===== src/hw/pmc_pkg.sv =====
// Constants, field positions and carrier types for the power management capability block.
// Assumes a 32-bit AXI4-Lite register bus with byte addresses and a single clock.
package pmc_pkg;

    // ----------------------------------------------------------------
    // Register map
    // ----------------------------------------------------------------
    localparam int          ADDR_W          = 8;
    localparam logic [7:0]  OFS_CAPS        = 8'h70;
    localparam logic [7:0]  OFS_CSR         = 8'h74;

    // ----------------------------------------------------------------
    // Capabilities word fields
    // ----------------------------------------------------------------
    localparam logic [7:0]  CAP_ID_VAL      = 8'h01;
    localparam logic [7:0]  NEXT_PTR_A      = 8'h00;
    localparam logic [7:0]  NEXT_PTR_BC     = 8'h7c;
    localparam logic [2:0]  CAP_VERSION     = 3'h2;
    localparam logic [4:0]  WAKE_SUPPORT    = 5'h19;
    localparam int          DEV_INIT_BIT    = 21;
    localparam logic        DEV_INIT_RST    = 1'h0;

    // ----------------------------------------------------------------
    // Control and status word fields
    // ----------------------------------------------------------------
    localparam int          WAKE_EN_BIT     = 8;
    localparam int          WAKE_STS_BIT    = 15;
    localparam logic [1:0]  POWER_STATE_FIELD_D0       = 2'h0;
    localparam logic [1:0]  POWER_STATE_FIELD_D3HOT    = 2'h3;
    localparam logic        WAKE_EN_RST     = 1'h0;
    localparam logic        WAKE_STS_RST    = 1'h0;

    // ----------------------------------------------------------------
    // Bus responses
    // ----------------------------------------------------------------
    localparam logic [1:0]  RESP_OKAY       = 2'h0;
    localparam logic [1:0]  RESP_SLVERR     = 2'h2;

    // ----------------------------------------------------------------
    // Carrier types
    // ----------------------------------------------------------------
    typedef struct packed {
        logic              en;
        logic [ADDR_W-1:0] addr;
        logic [31:0]       data;
        logic [3:0]        strb;
    } pmc_wr_s;

    typedef struct packed {
        logic own;
        logic fwd;
        logic enable;
        logic d3cold;
    } pmc_wake_req_s;

    function automatic logic pmc_mapped(input logic [ADDR_W-1:0] a);
        return (a == OFS_CAPS) || (a == OFS_CSR);
    endfunction : pmc_mapped

endpackage : pmc_pkg


===== src/hw/pmc_axil.sv =====
// AXI4-Lite slave front end: takes one write and one read at a time.
// Assumes read data for the presented read address is supplied combinationally by the parent.
module pmc_axil (
    input  wire logic                      mclk,     // Clock.
    input  wire logic                      srst,     // Synchronous reset.
    input  wire logic [pmc_pkg::ADDR_W-1:0] awaddr,  // Write address.
    input  wire logic                      awvalid,  // Write address valid.
    output logic                           awready,  // Write address ready.
    input  wire logic [31:0]               wdata,    // Write data.
    input  wire logic [3:0]                wstrb,    // Write byte strobes.
    input  wire logic                      wvalid,   // Write data valid.
    output logic                           wready,   // Write data ready.
    output logic [1:0]                     bresp,    // Write response.
    output logic                           bvalid,   // Write response valid.
    input  wire logic                      bready,   // Write response ready.
    input  wire logic [pmc_pkg::ADDR_W-1:0] araddr,  // Read address.
    input  wire logic                      arvalid,  // Read address valid.
    output logic                           arready,  // Read address ready.
    output logic [31:0]                    rdata,    // Read data.
    output logic [1:0]                     rresp,    // Read response.
    output logic                           rvalid,   // Read data valid.
    input  wire logic                      rready,   // Read data ready.
    input  wire logic [31:0]               rd_word,  // Read value for araddr.
    output pmc_pkg::pmc_wr_s               wr        // Write commit, one cycle.
);
    typedef struct packed {
        logic                      awready;
        logic                      wready;
        logic                      aw_full;
        logic                      w_full;
        logic [pmc_pkg::ADDR_W-1:0] addr;
        logic [31:0]               data;
        logic [3:0]                strb;
        logic                      bvalid;
        logic [1:0]                bresp;
        logic                      arready;
        logic                      rvalid;
        logic [31:0]               rdata;
        logic [1:0]                rresp;
    } pmc_axil_s;

    pmc_axil_s s_q;
    pmc_axil_s s_d;
    logic      commit;

    assign commit   = s_q.aw_full && s_q.w_full && !s_q.bvalid;
    assign wr.en    = commit;
    assign wr.addr  = s_q.addr;
    assign wr.data  = s_q.data;
    assign wr.strb  = s_q.strb;
    assign awready  = s_q.awready;
    assign wready   = s_q.wready;
    assign bvalid   = s_q.bvalid;
    assign bresp    = s_q.bresp;
    assign arready  = s_q.arready;
    assign rvalid   = s_q.rvalid;
    assign rdata    = s_q.rdata;
    assign rresp    = s_q.rresp;

    always_comb begin
        s_d = s_q;
        if (awvalid && s_q.awready) begin
            s_d.aw_full = 1'b1;
            s_d.awready = 1'b0;
            s_d.addr    = awaddr;
        end
        if (wvalid && s_q.wready) begin
            s_d.w_full = 1'b1;
            s_d.wready = 1'b0;
            s_d.data   = wdata;
            s_d.strb   = wstrb;
        end
        if (commit) begin
            s_d.bvalid = 1'b1;
            s_d.bresp  = pmc_pkg::pmc_mapped(s_q.addr) ? pmc_pkg::RESP_OKAY : pmc_pkg::RESP_SLVERR;
        end
        if (s_q.bvalid && bready) begin
            s_d.bvalid  = 1'b0;
            s_d.aw_full = 1'b0;
            s_d.w_full  = 1'b0;
            s_d.awready = 1'b1;
            s_d.wready  = 1'b1;
        end
        if (arvalid && s_q.arready) begin
            s_d.arready = 1'b0;
            s_d.rvalid  = 1'b1;
            s_d.rdata   = rd_word;
            s_d.rresp   = pmc_pkg::pmc_mapped(araddr) ? pmc_pkg::RESP_OKAY : pmc_pkg::RESP_SLVERR;
        end
        if (s_q.rvalid && rready) begin
            s_d.rvalid  = 1'b0;
            s_d.arready = 1'b1;
        end
    end

    always_ff @(posedge mclk) begin
        if (srst) begin
            s_q         <= '0;
            s_q.awready <= 1'b1;
            s_q.wready  <= 1'b1;
            s_q.arready <= 1'b1;
        end else begin
            s_q <= s_d;
        end
    end

endmodule : pmc_axil


===== src/hw/pmc_wake.sv =====
// Wake message gate: decides whether a wake message leaves the port.
// Assumes all request inputs are synchronous to mclk; the own and forwarded requests are one cycle long.
module pmc_wake (
    input  wire logic                  mclk,    // Clock.
    input  wire logic                  srst,    // Synchronous reset.
    input  pmc_pkg::pmc_wake_req_s     req,     // Own and forwarded requests with gating.
    output logic                       msg      // Wake message pulse, registered.
);
    typedef struct packed {
        logic msg;
    } pmc_wake_state_s;

    pmc_wake_state_s s_q;
    pmc_wake_state_s s_d;

    assign msg = s_q.msg;

    // Nothing leaves in the deepest power state; own requests need the enable.
    always_comb begin
        s_d     = s_q;
        s_d.msg = !req.d3cold && ((req.own && req.enable) || req.fwd);
    end

    always_ff @(posedge mclk) begin
        if (srst) begin
            s_q <= '0;
        end else begin
            s_q <= s_d;
        end
    end

endmodule : pmc_wake


===== src/hw/pmc_top.sv =====
// Power management capability register pair for one switch port.
// Assumes a single clock, synchronous port resets and an AXI4-Lite master for configuration access.
//
// Operation
// - Capability identifier byte always reads one.
// - Next pointer reads zero on port A, 0x7C on ports B and C.
// - Capability version field reads two.
// - Wake clock flag, aux current field and bit 20 read zero.
// - Device specific init bit resets to zero and is lockable writable.
// - D1 and D2 support bits read zero.
// - Wake support field reads binary 11001.
// - No wake messages are forwarded in D3cold.
// - Power state resets to D0; writes select D0 or D3hot.
// - Wake enable gates own wake messages; resets to zero.
// - Port A holds wake enable and status at zero.
// - Wake enable on ports B and C survives hot reset.
// - Own wake sets status regardless of enable; sticky; write one clears.
// - Forwarded wake messages leave the status unchanged.
// - Data select, scale and data fields read zero.
// - Bus state support and bus power clock enable read zero.
module pmc_top #(
    parameter bit PORT_A = 1'b0                      // High for the upstream port.
) (
    input  wire logic                       mclk,          // Clock, 40 MHz.
    input  wire logic                       srst,          // Cold reset, clears sticky bits.
    input  wire logic                       hot_rst,       // Hot reset, keeps sticky bits.
    input  wire logic                       init_lock,     // High locks the device init bit.
    input  wire logic                       own_wake_req,  // Port originates a wake event.
    input  wire logic                       fwd_wake_req,  // Wake message passing through.
    input  wire logic                       d3cold_pin,    // Asynchronous D3cold indication.
    output logic                            wake_msg,      // Wake message pulse.
    output logic [1:0]                      power_state,   // Current power state field.
    output logic                            wake_status,   // Wake event status bit.
    input  wire logic [pmc_pkg::ADDR_W-1:0] s_awaddr,      // AXI write address.
    input  wire logic                       s_awvalid,     // AXI write address valid.
    output logic                            s_awready,     // AXI write address ready.
    input  wire logic [31:0]                s_wdata,       // AXI write data.
    input  wire logic [3:0]                 s_wstrb,       // AXI write strobes.
    input  wire logic                       s_wvalid,      // AXI write data valid.
    output logic                            s_wready,      // AXI write data ready.
    output logic [1:0]                      s_bresp,       // AXI write response.
    output logic                            s_bvalid,      // AXI write response valid.
    input  wire logic                       s_bready,      // AXI write response ready.
    input  wire logic [pmc_pkg::ADDR_W-1:0] s_araddr,      // AXI read address.
    input  wire logic                       s_arvalid,     // AXI read address valid.
    output logic                            s_arready,     // AXI read address ready.
    output logic [31:0]                     s_rdata,       // AXI read data.
    output logic [1:0]                      s_rresp,       // AXI read response.
    output logic                            s_rvalid,      // AXI read data valid.
    input  wire logic                       s_rready       // AXI read data ready.
);
    // ----------------------------------------------------------------
    // State
    // ----------------------------------------------------------------
    typedef struct packed {
        logic [1:0] power_state_field;
        logic       wake_event_enable;
        logic       wake_event_status;
        logic       device_specific_init;
        logic       d3cold_meta;
        logic       d3cold_sync;
    } pmc_regs_s;

    pmc_regs_s             r_q;
    pmc_regs_s             r_d;
    pmc_pkg::pmc_wr_s      wr;
    pmc_pkg::pmc_wake_req_s wreq;
    logic [31:0]           caps_word;
    logic [31:0]           csr_word;
    logic [31:0]           rd_word;
    logic                  own_event;

    // True for a committed write to one offset.
    function automatic logic hit(input pmc_pkg::pmc_wr_s w, input logic [7:0] ofs);
        return w.en && w.addr == ofs;
    endfunction : hit

    // ----------------------------------------------------------------
    // Read words
    // ----------------------------------------------------------------
    always_comb begin
        caps_word                        = '0;
        caps_word[7:0]                   = pmc_pkg::CAP_ID_VAL;
        caps_word[15:8]                  = PORT_A ? pmc_pkg::NEXT_PTR_A : pmc_pkg::NEXT_PTR_BC;
        caps_word[18:16]                 = pmc_pkg::CAP_VERSION;
        caps_word[pmc_pkg::DEV_INIT_BIT] = r_q.device_specific_init;
        caps_word[31:27]                 = pmc_pkg::WAKE_SUPPORT;
        csr_word                         = '0;
        csr_word[1:0]                    = r_q.power_state_field;
        csr_word[pmc_pkg::WAKE_EN_BIT]   = r_q.wake_event_enable;
        csr_word[pmc_pkg::WAKE_STS_BIT]  = r_q.wake_event_status;
    end

    always_comb begin
        unique case (s_araddr)
            pmc_pkg::OFS_CAPS: rd_word = caps_word;
            pmc_pkg::OFS_CSR:  rd_word = csr_word;
            default:           rd_word = '0;
        endcase
    end

    // ----------------------------------------------------------------
    // Bus slave and wake gate
    // ----------------------------------------------------------------
    pmc_axil u_axil (
        .mclk    (mclk),
        .srst    (srst),
        .awaddr  (s_awaddr),
        .awvalid (s_awvalid),
        .awready (s_awready),
        .wdata   (s_wdata),
        .wstrb   (s_wstrb),
        .wvalid  (s_wvalid),
        .wready  (s_wready),
        .bresp   (s_bresp),
        .bvalid  (s_bvalid),
        .bready  (s_bready),
        .araddr  (s_araddr),
        .arvalid (s_arvalid),
        .arready (s_arready),
        .rdata   (s_rdata),
        .rresp   (s_rresp),
        .rvalid  (s_rvalid),
        .rready  (s_rready),
        .rd_word (rd_word),
        .wr      (wr)
    );

    assign own_event   = own_wake_req && !PORT_A;
    assign wreq.own    = own_event;
    assign wreq.fwd    = fwd_wake_req;
    assign wreq.enable = r_q.wake_event_enable;
    assign wreq.d3cold = r_q.d3cold_sync;

    pmc_wake u_wake (
        .mclk (mclk),
        .srst (srst),
        .req  (wreq),
        .msg  (wake_msg)
    );

    assign power_state = r_q.power_state_field;
    assign wake_status = r_q.wake_event_status;

    // ----------------------------------------------------------------
    // Register update
    // ----------------------------------------------------------------
    always_comb begin
        r_d             = r_q;
        r_d.d3cold_meta = d3cold_pin;
        r_d.d3cold_sync = r_q.d3cold_meta;
        // Only the writable bits are picked out of the write word.
        if (hit(wr, pmc_pkg::OFS_CSR)) begin
            if (wr.strb[0] && (wr.data[1:0] == pmc_pkg::POWER_STATE_FIELD_D0 || wr.data[1:0] == pmc_pkg::POWER_STATE_FIELD_D3HOT)) begin
                r_d.power_state_field = wr.data[1:0];
            end
            if (wr.strb[1] && !PORT_A) begin
                r_d.wake_event_enable = wr.data[pmc_pkg::WAKE_EN_BIT];
                if (wr.data[pmc_pkg::WAKE_STS_BIT]) begin
                    r_d.wake_event_status = 1'b0;
                end
            end
        end
        if (hit(wr, pmc_pkg::OFS_CAPS) && wr.strb[2] && !init_lock) begin
            r_d.device_specific_init = wr.data[pmc_pkg::DEV_INIT_BIT];
        end
        // A new event wins over a clear in the same cycle; forwarding never sets it.
        if (own_event) begin
            r_d.wake_event_status = 1'b1;
        end
        // Hot reset returns non-sticky fields only.
        if (hot_rst) begin
            r_d.power_state_field    = pmc_pkg::POWER_STATE_FIELD_D0;
            r_d.device_specific_init = pmc_pkg::DEV_INIT_RST;
        end
    end

    always_ff @(posedge mclk) begin
        if (srst) begin
            r_q                      <= '0;
            r_q.power_state_field    <= pmc_pkg::POWER_STATE_FIELD_D0;
            r_q.wake_event_enable    <= pmc_pkg::WAKE_EN_RST;
            r_q.wake_event_status    <= pmc_pkg::WAKE_STS_RST;
            r_q.device_specific_init <= pmc_pkg::DEV_INIT_RST;
        end else begin
            r_q <= r_d;
        end
    end
endmodule : pmc_top


===== config.mk =====
export PLATFORM = sky130hd
export DESIGN_NAME = pmc_top
export DESIGN_NICKNAME = d
export VERILOG_FILES = /design/src/hw/pmc_pkg.sv /design/src/hw/pmc_axil.sv /design/src/hw/pmc_wake.sv /design/src/hw/pmc_top.sv
export SDC_FILE = /design/constraint.sdc
export NUM_CORES = 1
export LEC_CHECK = 0
export BUFFER_PORTS_ARGS = -buffer_cell sky130_fd_sc_hd__buf_2
export CAP_MARGIN = 0
export CORE_UTILIZATION = 38
export DETAILED_ROUTE_END_ITERATION = 12
export PLACE_DENSITY = 0.86
export SLEW_MARGIN = 20
export SYNTH_ARGS = -nofsm -noshare
export SYNTH_HDL_FRONTEND = slang
export SYNTH_SLANG_ARGS = --single-unit
export TNS_END_PERCENT = 5

===== constraint.sdc =====
create_clock -name mclk -period 1.6 [get_ports mclk]
set_input_delay 0.24 -clock mclk [delete_from_list [all_inputs] [get_ports mclk]]
set_output_delay 0.24 -clock mclk [all_outputs]
set_load 0.1 [all_outputs]

==> qor.csv <==
stage,metric,value,unit
critical_path,crit_slowest_cell,or4b_4,
routing,wirelength,3.273,mm
synthesis,yosysTopAreaCell,dfxtp_1,
routing,final_antenna_net_count,0,
critical_path,crit_start,u_axil.wr[37]$_SDFFE_PP0P_,
synthesis,ys_seq_area_share,43.91,%
critical_path,reg2reg_to,csr_word[8]$_SDFFE_PP0P_,
status,violations,negative setup slack,
timing,min_period,1.630,ns
synthesis,synth_cells,207,
timing,setup_viol,4,
timing,fmax,0.6136,GHz
timing,rsz0062_at_grt,true,
die,io_pins,109,
routing,via_per_inst,4.609,
routing,drt-pass1-iter-count,4,
global_route,antenna_found_initial,0,
critical_path,reg2regPathDepth,5,
synthesis,synth_top_area_share,43.91,%
routing,wire_per_inst,10.66,um
synthesis,synth_most_common_cell,dfxtp_1,
synthesis,yosys-top-cells-area,"dfxtp_1 (44%), buf_4 (16%), a21oi_1 (7.6%), nand2_1 (6.1%), nand3_1 (5.1%)",
die,rows,24,
place,pre_cts_ws,-0.1879,ns
critical_path,crit_end,csr_word[8]$_SDFFE_PP0P_,
routing,drt_iter0_markers,23,
timing,hold_ws,0.1647,ns
die,die_w,70.40,um
die,core_area,0.004414,sq mm
clock_network,cts_tree,built,
global_route,grt_max_degree,15,
place,place_hpwl,2.554,mm
timing,min_period_over_period,101.9,%
synthesis,synth_flop_cell,dfxtp_1,
final_layout,final_core_util,47.34,%
pwr,powerDensity,1141,mW/mm^2
clock_network,cts_buffers,5,
final_layout,syn2layout_area_growth,17.52,%
synthesis,synth_area,0.001778,sq mm
timing,maxSlewViolCount,0,
die,start_util,40.28,%
place,place_congestion,0.7288,
synthesis,ys_seq_elements,39,
critical_path,reg2reg_slack,-0.03,ns
place,io_buffers,60,
final_layout,drive_above_1_share,34.51,%
critical_path,r2r-start,u_axil.wr[37]$_SDFFE_PP0P_,
pwr,p_leak,0.9742,nW
routing,drc,0,
die,die_y,70.40,um
worst_hold_path,hold_class,in -> reg,
critical_path,worstSetupPathType,reg -> reg,
synthesis,yosys_warnings,0,
timing,hold_viol,0,
critical_path,cp-end-kind,flop,
critical_path,cp_top_family,simple AND/OR/NAND/NOR gates,
final_layout,diodes,0,
critical_path,crit_buf_inv,1,
critical_path,crit_chain,or4b_4 -> nor4_4 -> buf_4 -> and3_4 -> mux2i_1,
clock_network,ctsHoldBuffers,0,
synthesis,synth_edf_count,0,
clock_network,clk_path_buf_depth,2,
clock_network,clkSinkCount,39,
global_route,grt_pass1_wl,5.464,mm
synthesis,ys_top_cells_by_count,"dfxtp_1 (39), buf_4 (38), nand2_1 (29), a21oi_1 (27), nand3_1 (18)",
critical_path,cp.depth,5,
final_layout,layout.cells.non_filler,307,
clock_network,clockRootBuffer,clkbuf_8,
clock_network,path_clk_slew,0.09,ns
final_layout,nNetsFinal,318,
global_route,grt_pass1_vias,1248,
pwr,power,2.384,mW
status,outcome,finished with violations,
run,cap_violations,0,
timing,setup_ws,-0.02969,ns
die,die-area,0.004956,sq mm
global_route,grt_usage,13.67,%
pwr,ir_drop,0.0007127,V
critical_path,cp_data_required_time,1.82,ns
timing,tns,-0.09339,ns
final_layout,final_cell_area,0.002090,sq mm
clock_network,htree_levels,2,
place,dp.cells,296,
global_route,grt_overflow,0,
synthesis,synth_area_per_cell,8.589,sq um
routing,via_count,1415,
synthesis,synthDistinctLibCells,30,
critical_path,path_max_fanout,4,
critical_path,cpPeakStageDelay,0.54,ns
timing,finalClockSkew,0.01097,ns
synthesis,async_flop_share,0,%
critical_path,startpoint_type,flop,
place,placed_area,0.001936,sq mm
clock_network,insertion_delay,0.29,ns
critical_path,worstPathArrival,1.85,ns
## flip-flops by register name (all words and copies together) (netlist names), 2 cells and up
name and cells:
power_state 2, u_axil.rdata 6, u_axil.s_q 2, u_axil.wr 16
## power by group
part | internal, mW | leakage [nW] | switching [mW]
Sequential | 1.02 | 0.321 | 0.0287
Combinational | 0.0916 | 0.599 | 0.419
Clock | 0.470 | 0.0548 | 0.358
Total | 1.58 | 0.974 | 0.805
## kinds of logic (layout without fill, tap and decap cells)
group,count (synthesis),after routing,share of synthesized area (%)
simple gates,77,77,23.36
other cells,1,20,0.2109
buf+inv,51,80,18.79
mux,3,3,1.759
compound gates,36,36,11.96
flops,39,39,43.91
## cells in the final DEF (no fill, tap or decap), types with 4 or more instances in the layout
master and count:
inv_1 4, nand2_1 29, nand3_1 17, a21oi_1 27
clkbuf_8 5, nor2b_1 6, dfxtp_2 4, nor2_1 5
buf_4 7, conb_1 20, dfxtp_1 35, buf_2 60
## metal layers
| layer | global-route usage, % | share of wire, % | up-vias | wire length (um) |
|---|---|---|---|---|
| met5 | 0 | 0 | - | 0 |
| met4 | 3.333 | 0.24 | 0 | 8 |
| met3 | 3.896 | 6.2 | 2 | 203 |
| met2 | 22.22 | 48 | 50 | 1561 |
| met1 | 17.74 | 46 | 621 | 1501 |
| li1 | - | - | 742 | - |
## worst min path at each step
| stage | start | to | slack [ns] | cells after the start |
|---|---|---|---|---|
| floorplan | d3cold_pin | r_d[0]$_SDFF_PP0_ | 0.37 | 1 |
| global placement | r_q[0]$_SDFF_PP0_ | u_wake.msg$_SDFF_PP0_ | 0.37 | 1 |
| detailed placement | r_q[0]$_SDFF_PP0_ | u_wake.msg$_SDFF_PP0_ | 0.40 | 1 |
| CTS | d3cold_pin | r_d[0]$_SDFF_PP0_ | 0.16 | 2 |
| global route | d3cold_pin | r_d[0]$_SDFF_PP0_ | 0.16 | 2 |
| finish | d3cold_pin | r_d[0]$_SDFF_PP0_ | 0.16 | 2 |
## area by class of cell
class                      count  area [sq um]
multi-input combinational    136         744.5
sequential                    39         785.8
timing repair buffer          68         364.1
fill                         433          2325
clock inverter                 3         46.29
inverter                       4         15.01
tap                           52         65.06
clock buffer                   5         68.82
## timing repair
action / 4_1_cts / 5_1_grt
gates resized for setup: 4 / 1
setup endpoints to repair: 5 / 5
pin swaps: 7 / 4
gates cloned: 0 / 0
setup buffers: 3 / 0
No activity file was read; power rests on OpenSTA's default activity.
